File: config.mk
export PLATFORM = sky130hd
export DESIGN_NAME = serial_pin_mux_and_input_port
export DESIGN_NICKNAME = d
export VERILOG_FILES = /design/src/rtl/pin_mux_pkg.sv /design/src/rtl/pin_sync.sv /design/src/rtl/serial_pin_mux_and_input_port.sv
export VERILOG_INCLUDE_DIRS = /design/src /design/src/rtl
export SDC_FILE = /design/constraint.sdc
export NUM_CORES = 1
export LEC_CHECK = 0
export BUFFER_PORTS_ARGS = -buffer_cell sky130_fd_sc_hd__buf_2
export CAP_MARGIN = 20
export CORE_UTILIZATION = 30
export DETAILED_ROUTE_END_ITERATION = 10
export HOLD_SLACK_MARGIN = 0.12
export PLACE_DENSITY = 0.71
export SLEW_MARGIN = 20
export SYNTH_ARGS = -nofsm -noshare
export SYNTH_HDL_FRONTEND = slang
export SYNTH_SLANG_ARGS = --single-unit
File: constraint.sdc
create_clock -name ref_clk -period 3.2 [get_ports ref_clk]
set_clock_uncertainty 0.05 [all_clocks]
set_input_delay 0.64 -clock ref_clk [delete_from_list [all_inputs] [get_ports ref_clk]]
set_output_delay 0.64 -clock ref_clk [all_outputs]
set_load 0.03 [all_outputs]
File: src/rtl/pin_mux_defs.svh
// Register indexes, field positions and reset values for the pin block
`ifndef PIN_MUX_DEFS_SVH
`define PIN_MUX_DEFS_SVH

// ---------------------------------------------------------------
// Register indexes (byte address is four times the index)
// ---------------------------------------------------------------
`define IDX_SHARED_DIR 16'hff30
`define IDX_SHARED_DATA 16'hff31
`define IDX_SHARED_ODR 16'hff32
`define IDX_SHARED_LEVELS 16'hff33
`define IDX_INPUT_PIN_LEVELS 16'hff53

// ---------------------------------------------------------------
// Widths and field positions
// ---------------------------------------------------------------
`define ADDR_W 18
`define SHARED_PINS 2
`define INPUT_PINS 8
`define SYNC_W 10
`define FLD_BIT0 0
`define FLD_BIT1 1
`define STRB_LOW_LANE 0

// ---------------------------------------------------------------
// Reset values
// ---------------------------------------------------------------
`define RST_SHARED_DIR 2'h0
`define RST_SHARED_DATA 2'h0
`define RST_SHARED_ODR 2'h0
`define RST_PIN_OUT 2'h0
`define RST_PIN_OE_N 2'h3
`define RST_SYNC 10'h000

`endif

File: src/rtl/pin_mux_pkg.sv
// Types shared by the pin block
`default_nettype none

package pin_mux_pkg;

	typedef enum logic [1:0]
	{
		bus_idle = 2'b00,
		bus_answer = 2'b01
	} bus_state_type;

	typedef enum logic [2:0]
	{
		sel_none = 3'h0,
		sel_dir = 3'h1,
		sel_data = 3'h2,
		sel_odr = 3'h3,
		sel_shared_levels = 3'h4,
		sel_input_levels = 3'h5
	} reg_sel_type;

endpackage : pin_mux_pkg

`default_nettype wire

File: src/rtl/pin_sync.sv
// Two-stage synchroniser for pin levels
`timescale 1ns/10ps
`default_nettype none

module pin_sync #(
	parameter int WIDTH = 1
) (
	input wire logic ref_clk,
	input wire logic resetn,
	input wire logic [WIDTH-1:0] async_in,
	output logic [WIDTH-1:0] sync_out
);

	logic [WIDTH-1:0] meta_r;
	logic [WIDTH-1:0] sync_r;

	// The first stage feeds only the second one
	genvar i;
	generate
		for (i = 0; i < WIDTH; i++)
		begin : g_bit
			always_ff @(posedge ref_clk or negedge resetn)
			begin
				if (!resetn)
				begin
					meta_r[i] <= 1'b0;
					sync_r[i] <= 1'b0;
				end
				else
				begin
					meta_r[i] <= async_in[i];
					sync_r[i] <= meta_r[i];
				end
			end
		end
	endgenerate

	assign sync_out = sync_r;

endmodule : pin_sync

`default_nettype wire

File: src/rtl/serial_pin_mux_and_input_port.sv
// Shared serial/port pin mux for two pins and an eight-pin input port, APB slave
//
// Summary of operation
// Pin 1 drives serial 1 transmit data when enabled, else direction bit decides.
// Pin 0 drives serial 0 transmit data when enabled, else direction bit decides.
// Port output with open-drain bit set only pulls low, never drives high.
// Input port is eight pins, input only, never driven by port logic.
// Input port behaves the same in every operating mode.
// Reading the input pin register returns live pin levels, no stored value.
// Writes to the input pin register change nothing; register is read-only.
// Register bits 7..0 follow input pins 7..0 in the same order.
// Input pins stay digitally readable while shared with analog functions.
//
// Our own choice: the APB interface to the registers.
`timescale 1ns/10ps
`default_nettype none
`include "pin_mux_defs.svh"

module serial_pin_mux_and_input_port (
	input wire logic ref_clk,
	input wire logic resetn,
	input wire logic psel,
	input wire logic penable,
	input wire logic pwrite,
	input wire logic [`ADDR_W-1:0] paddr,
	input wire logic [31:0] pwdata,
	input wire logic [3:0] pstrb,
	output logic [31:0] prdata,
	output logic pready,
	output logic pslverr,
	input wire logic serial0_transmit_enable,
	input wire logic serial1_transmit_enable,
	input wire logic serial0_transmit_out,
	input wire logic serial1_transmit_out,
	input wire logic [`SHARED_PINS-1:0] shared_pin_in,
	output logic [`SHARED_PINS-1:0] shared_pin_out,
	output logic [`SHARED_PINS-1:0] shared_pin_oe_n,
	input wire logic [`INPUT_PINS-1:0] input_pin
);

	// ---------------------------------------------------------------
	// Address decode
	// ---------------------------------------------------------------
	function automatic pin_mux_pkg::reg_sel_type decode(input logic [`ADDR_W-1:0] addr);
		pin_mux_pkg::reg_sel_type sel;
		sel = pin_mux_pkg::sel_none;
		if (addr[1:0] == 2'h0)
		begin
			case (addr[`ADDR_W-1:2])
				`IDX_SHARED_DIR: sel = pin_mux_pkg::sel_dir;
				`IDX_SHARED_DATA: sel = pin_mux_pkg::sel_data;
				`IDX_SHARED_ODR: sel = pin_mux_pkg::sel_odr;
				`IDX_SHARED_LEVELS: sel = pin_mux_pkg::sel_shared_levels;
				`IDX_INPUT_PIN_LEVELS: sel = pin_mux_pkg::sel_input_levels;
				default: sel = pin_mux_pkg::sel_none;
			endcase
		end
		return sel;
	endfunction : decode

	// Pin drive: returns {oe_n, out}
	function automatic logic [1:0] pin_drive(
		input logic xmit_en,
		input logic tx,
		input logic dir,
		input logic data,
		input logic odr
	);
		logic [1:0] drv;
		drv = 2'h2;
		if (xmit_en)
			drv = {1'b0, tx};
		else if (dir && odr)
			drv = {data, 1'b0};
		else if (dir)
			drv = {1'b0, data};
		else
			drv = 2'h2;
		return drv;
	endfunction : pin_drive

	// ---------------------------------------------------------------
	// Pin synchronisers
	// ---------------------------------------------------------------
	logic [`SYNC_W-1:0] levels_sync;
	logic [`INPUT_PINS-1:0] input_levels;
	logic [`SHARED_PINS-1:0] shared_levels;

	// Input pins are sampled with no analog or mode gating, so they stay readable
	pin_sync #(
		.WIDTH(`SYNC_W)
	) u_sync (
		.ref_clk(ref_clk),
		.resetn(resetn),
		.async_in({shared_pin_in, input_pin}),
		.sync_out(levels_sync)
	);

	assign input_levels = levels_sync[`INPUT_PINS-1:0];
	assign shared_levels = levels_sync[`SYNC_W-1:`INPUT_PINS];

	// ---------------------------------------------------------------
	// APB slave
	// ---------------------------------------------------------------
	pin_mux_pkg::bus_state_type state_r;
	pin_mux_pkg::bus_state_type state_nxt;
	pin_mux_pkg::reg_sel_type sel;
	logic [31:0] prdata_r;
	logic [31:0] prdata_nxt;
	logic pready_r;
	logic pready_nxt;
	logic pslverr_r;
	logic pslverr_nxt;
	logic wr_commit;
	logic [`SHARED_PINS-1:0] dir_r;
	logic [`SHARED_PINS-1:0] dir_nxt;
	logic [`SHARED_PINS-1:0] data_r;
	logic [`SHARED_PINS-1:0] data_nxt;
	logic [`SHARED_PINS-1:0] odr_r;
	logic [`SHARED_PINS-1:0] odr_nxt;

	assign sel = decode(paddr);
	assign wr_commit = psel && penable && pready_r && pwrite && pstrb[`STRB_LOW_LANE];

	// One wait state keeps read data registered at the cost of a cycle
	always_comb
	begin
		state_nxt = state_r;
		pready_nxt = 1'b0;
		pslverr_nxt = 1'b0;
		prdata_nxt = 32'h0000_0000;
		case (state_r)
			pin_mux_pkg::bus_idle:
			begin
				if (psel && penable)
				begin
					state_nxt = pin_mux_pkg::bus_answer;
					pready_nxt = 1'b1;
					pslverr_nxt = (sel == pin_mux_pkg::sel_none);
					if (!pwrite)
					begin
						case (sel)
							pin_mux_pkg::sel_dir: prdata_nxt[`SHARED_PINS-1:0] = dir_r;
							pin_mux_pkg::sel_data: prdata_nxt[`SHARED_PINS-1:0] = data_r;
							pin_mux_pkg::sel_odr: prdata_nxt[`SHARED_PINS-1:0] = odr_r;
							pin_mux_pkg::sel_shared_levels:
								prdata_nxt[`SHARED_PINS-1:0] = shared_levels;
							pin_mux_pkg::sel_input_levels:
								prdata_nxt[`INPUT_PINS-1:0] = input_levels;
							default: prdata_nxt = 32'h0000_0000;
						endcase
					end
				end
			end
			pin_mux_pkg::bus_answer: state_nxt = pin_mux_pkg::bus_idle;
			default: state_nxt = pin_mux_pkg::bus_idle;
		endcase
	end

	always_ff @(posedge ref_clk or negedge resetn)
	begin
		if (!resetn)
		begin
			state_r <= pin_mux_pkg::bus_idle;
			pready_r <= 1'b0;
			pslverr_r <= 1'b0;
			prdata_r <= 32'h0000_0000;
		end
		else
		begin
			state_r <= state_nxt;
			pready_r <= pready_nxt;
			pslverr_r <= pslverr_nxt;
			prdata_r <= prdata_nxt;
		end
	end

	assign prdata = prdata_r;
	assign pready = pready_r;
	assign pslverr = pslverr_r;

	// ---------------------------------------------------------------
	// Control registers
	// ---------------------------------------------------------------
	// The input pin register has no storage, so a write there falls through
	always_comb
	begin
		dir_nxt = dir_r;
		data_nxt = data_r;
		odr_nxt = odr_r;
		if (wr_commit)
		begin
			case (sel)
				pin_mux_pkg::sel_dir: dir_nxt = pwdata[`SHARED_PINS-1:0];
				pin_mux_pkg::sel_data: data_nxt = pwdata[`SHARED_PINS-1:0];
				pin_mux_pkg::sel_odr: odr_nxt = pwdata[`SHARED_PINS-1:0];
				default: dir_nxt = dir_r;
			endcase
		end
	end

	always_ff @(posedge ref_clk or negedge resetn)
	begin
		if (!resetn)
		begin
			dir_r <= `RST_SHARED_DIR;
			data_r <= `RST_SHARED_DATA;
			odr_r <= `RST_SHARED_ODR;
		end
		else
		begin
			dir_r <= dir_nxt;
			data_r <= data_nxt;
			odr_r <= odr_nxt;
		end
	end

	// ---------------------------------------------------------------
	// Shared pin mux
	// ---------------------------------------------------------------
	logic [`SHARED_PINS-1:0] xmit_en;
	logic [`SHARED_PINS-1:0] tx;
	logic [1:0] drive [`SHARED_PINS];
	logic [`SHARED_PINS-1:0] pin_out_r;
	logic [`SHARED_PINS-1:0] pin_out_nxt;
	logic [`SHARED_PINS-1:0] pin_oe_n_r;
	logic [`SHARED_PINS-1:0] pin_oe_n_nxt;

	assign xmit_en = {serial1_transmit_enable, serial0_transmit_enable};
	assign tx = {serial1_transmit_out, serial0_transmit_out};

	// Transmit enable overrides the direction bit; open drain only on port output
	genvar i;
	generate
		for (i = 0; i < `SHARED_PINS; i++)
		begin : g_pin
			assign drive[i] = pin_drive(xmit_en[i], tx[i], dir_r[i], data_r[i], odr_r[i]);
			assign pin_out_nxt[i] = drive[i][0];
			assign pin_oe_n_nxt[i] = drive[i][1];
		end
	endgenerate

	always_ff @(posedge ref_clk or negedge resetn)
	begin
		if (!resetn)
		begin
			pin_out_r <= `RST_PIN_OUT;
			pin_oe_n_r <= `RST_PIN_OE_N;
		end
		else
		begin
			pin_out_r <= pin_out_nxt;
			pin_oe_n_r <= pin_oe_n_nxt;
		end
	end

	assign shared_pin_out = pin_out_r;
	assign shared_pin_oe_n = pin_oe_n_r;

	// The input port has no output path and no mode input at all

	// ---------------------------------------------------------------
	// Checks
	// ---------------------------------------------------------------
	chk_bit1_tx_route: assert property (
		@(posedge ref_clk) disable iff (!resetn)
		serial1_transmit_enable |=>
			!shared_pin_oe_n[`FLD_BIT1] && shared_pin_out[`FLD_BIT1] == $past(serial1_transmit_out))
		else $error("bit1 not driving serial transmit data");

	chk_bit1_port_in: assert property (
		@(posedge ref_clk) disable iff (!resetn)
		(!serial1_transmit_enable && !dir_r[`FLD_BIT1]) |=> shared_pin_oe_n[`FLD_BIT1])
		else $error("bit1 driven while port input");

	chk_bit0_tx_route: assert property (
		@(posedge ref_clk) disable iff (!resetn)
		serial0_transmit_enable |=>
			!shared_pin_oe_n[`FLD_BIT0] && shared_pin_out[`FLD_BIT0] == $past(serial0_transmit_out))
		else $error("bit0 not driving serial transmit data");

	chk_bit0_port_out: assert property (
		@(posedge ref_clk) disable iff (!resetn)
		(!serial0_transmit_enable && dir_r[`FLD_BIT0] && !odr_r[`FLD_BIT0]) |=>
			!shared_pin_oe_n[`FLD_BIT0] && shared_pin_out[`FLD_BIT0] == $past(data_r[`FLD_BIT0]))
		else $error("bit0 port output wrong");

	chk_open_drain_high: assert property (
		@(posedge ref_clk) disable iff (!resetn)
		!shared_pin_oe_n[`FLD_BIT0] |-> !shared_pin_out[`FLD_BIT0] ||
			!$past(odr_r[`FLD_BIT0]) || $past(serial0_transmit_enable) || !$past(dir_r[`FLD_BIT0]))
		else $error("open drain pin driven high");

	chk_live_levels: assert property (
		@(posedge ref_clk) disable iff (!resetn)
		(state_r == pin_mux_pkg::bus_idle && psel && penable && !pwrite &&
			sel == pin_mux_pkg::sel_input_levels) |=>
			pready && !pslverr && prdata[`INPUT_PINS-1:0] == $past(input_levels))
		else $error("input pin read not live");

	chk_readonly_write: assert property (
		@(posedge ref_clk) disable iff (!resetn)
		(wr_commit && sel == pin_mux_pkg::sel_input_levels) |=>
			$stable(dir_r) && $stable(data_r) && $stable(odr_r))
		else $error("write to input pin register changed state");

	chk_bit_order: assert property (
		@(posedge ref_clk) disable iff (!resetn)
		(pready && $past(sel) == pin_mux_pkg::sel_input_levels && !$past(pwrite)) |->
			prdata[31:`INPUT_PINS] == 24'h00_0000 &&
			prdata[7] == $past(levels_sync[7]) && prdata[0] == $past(levels_sync[0]))
		else $error("input pin bit order wrong");

	chk_apb_answer: assert property (
		@(posedge ref_clk) disable iff (!resetn)
		(psel && penable && !pready) |=> pready)
		else $error("APB answer late");

endmodule : serial_pin_mux_and_input_port

`default_nettype wire

==> metrics <==
status finished, final reports clean; fin crit period 2.28 ns; Post-DP HPWL 2310 um; drc violations 0; vias in the first global route 1077; Max FO, Critical Path 9; crit end category flip-flop; number of synthesized flops with an enable pin 0; Yosys top cell by area dfrtp_1; maxcap violations 0; Mapped Cells 135; Setup Fix Bufs, Post-CTS 0; yosys warns 0; Worst Hold Launch u_sync.meta_r[5]; crit path to prdata[1]; Ports 111; Starting Density 31.0%; final worst slack 0.924 ns; count leader, synth dfrtp_1; TritonCTS buffer count 5; drt wl/cell 11.2 um; Pwr per Cell Area 520 nW/um2; Yosys cell types 37; die height 77.2 um; Final setup viols 0; worst relative slew slack 43.2%; flops & latches, synth 41; CP max stage cell a2111o_1; r2r endpoint prdata[2]; r2r startpoint state_r[0]; drt total wl 2960 um; max-slew violations 0; crit share post-route 71.1%; Max Clk Rate 439 MHz; Routed Antenna Nets 0; clock root buffer clkbuf_8; syn avg cell area 12.6 um2; Core ar. 5470 um2; die width 77.2 um; Fin. Hold Viols 0; unrepaired setup endpoints after global routing no; Async SR Flop Fraction 100%; Seq/Total Area, Yosys 60.7%; gr usage total 10.8%; full die area 5960 um2; post-cts hold buffer count 0; Clk Latency, worst-skew pair 0.29 ns; antenna violations before repair 0; cells on worst reg2reg path 3; Via Count 1117; DRT iter0 DRCs 37; first-pass GRT wire length 4900 um; fillers 561; commonest cells in the netlist 39 x dfrtp_1, 24 x buf_4, 10 x nand2_1; Multi-input gate area 558 um2; pre-CTS WS 0.637 ns; antenna diode count 0; Tot Pwr 0.00107 W; share of cells above drive strength 1 37.3%; Worst R2R Setup Slack 1.41 ns; Worst IR Drop VDD 0.000238 V; ys flop type dfrtp_1; Worst Hold Class flip-flop to flip-flop; largest net degree at the start of global routing 42; Reg clk slew, reported paths 0.08 ns; Static Leakage 1.01 nW; storage element area 1030 um2; crit path from paddr[2]; Cell Rows 27; H-tree depth 2; post-cts resize count 0; setup tns final 0 ns; vias per cell 4.22; CTS tree yes; layout net count 265; CTS sink count 41; DRT Pass-1 Iters 4; most frequent CP cell a2111o_1; mapped cell area 1700 um2; dominant cells by area after synthesis dfrtp_1 58%, buf_4 11%, mux2_2 4.6%; Routability Congestion 0.818; Setup CP Type primary input to flip-flop; CP max stage delay 0.46 ns; CP arrival 2.41 ns; Area growth syn-to-layout 21.6%; worst-case clock buffer depth 2; Setup crit start kind primary input; IO buf count 53; Worst EP required 3.33 ns; worst-path cell chain buf_2 -> or3b_1 -> a2111o_1 -> a2111o_1 -> a2111oi_2; Synth top area share 57.6%; total global routing overflow 0; worst slew pin tran 0.852 ns
[worst min path at each step]
stage	end	slack [ns]	cells past startpoint
after CTS	u_sync.sync_out[5]	0.30	0
after floorplan	u_sync.sync_out[0]	0.28	0
after detailed placement	u_sync.sync_out[5]	0.28	0
after global placement	u_sync.sync_out[4]	0.28	0
after global routing	u_sync.sync_out[5]	0.31	0
final	u_sync.sync_out[5]	0.30	0
[cells in the final DEF (no fill, tap or decap), types with 2 or more instances in the layout]
| cell type | n |
|---|---|
| dfrtp_1 | 39 |
| a2111o_1 | 2 |
| mux2_2 | 7 |
| nand2_1 | 10 |
| nor2_1 | 6 |
| clkbuf_8 | 6 |
| nand4b_1 | 3 |
| nor3_1 | 4 |
| conb_1 | 24 |
| nor4_1 | 2 |
| a21oi_1 | 3 |
| o31ai_1 | 2 |
| nand4_1 | 2 |
| dfstp_2 | 2 |
| buf_2 | 53 |
| and2_1 | 6 |
[cell families (layout without fill, tap and decap cells)]
group	count (synthesis)	in the layout	share of synthesized area [%]
and+or+nand+nor	43	43	14.3
DFF	41	41	60.7
buffers and inverters	26	61	11.5
AOI/OAI and AO/OA	16	16	8.12
muxes	7	7	4.65
other	1	24	0.221
xor gates and xnor gates	1	1	0.517
[report_power, final]
part	switching (W)	leakage [nW]	internal [W]
registers	0.00000417	0.515	0.000536
clock network	0.000172	0.0574	0.000253
logic	0.0000778	0.437	0.0000283
total	0.000254	1.01	0.000818
[worst max-delay path: cells and delay by family]
family                 cells  cell delay, ns
AO/OA/AOI/OAI              3            1.23
AND/OR/NAND/NOR            1            0.38
buffers and inverters      1            0.15
[through the flow]
stage / area, um2 / instances / utilization, % / hold WS (ns)
2_1_floorplan: 1780 / 158 / - / 0.281
3_3_place_gp: 1940 / 257 / 35.5 / 0.282
3_5_place_dp: 1940 / 257 / 35.5 / 0.285
4_1_cts: 2060 / 265 / 37.7 / 0.303
5_1_grt: 2060 / 265 / 37.7 / 0.306
6_report: 2060 / 265 / 37.7 / 0.301
[state kept, by name, summed over array words and instances (netlist names)]
register,count
u_sync.sync_out,10
data_r,2
odr_r,2
prdata,8
pready,1
shared_pin_out,2
state_r,1
shared_pin_oe_n,2
u_sync.meta_r,10
pslverr,1
dir_r,2
[per-layer routing]
| layer | track usage, % | share of wire (%) | wire length, um | up-vias |
|---|---|---|---|---|
| met5 | 0 | 0 | 0 | - |
| met4 | 5.09 | 1.8 | 52 | 0 |
| met3 | 3.57 | 5.7 | 169 | 5 |
| met2 | 18.0 | 51 | 1500 | 37 |
| met1 | 12.6 | 42 | 1240 | 529 |
| li1 | - | - | - | 546 |
[layout make-up]
class	count	area share [%]
Timing Repair Buffer	53	12.9
Sequential cell	41	49.9
Clock buffer	6	4.00
Clock inverter	2	1.82
Tap cell	72	4.37
Multi-Input combinational cell	91	27.1
Power figures use the tool's default switching activity.
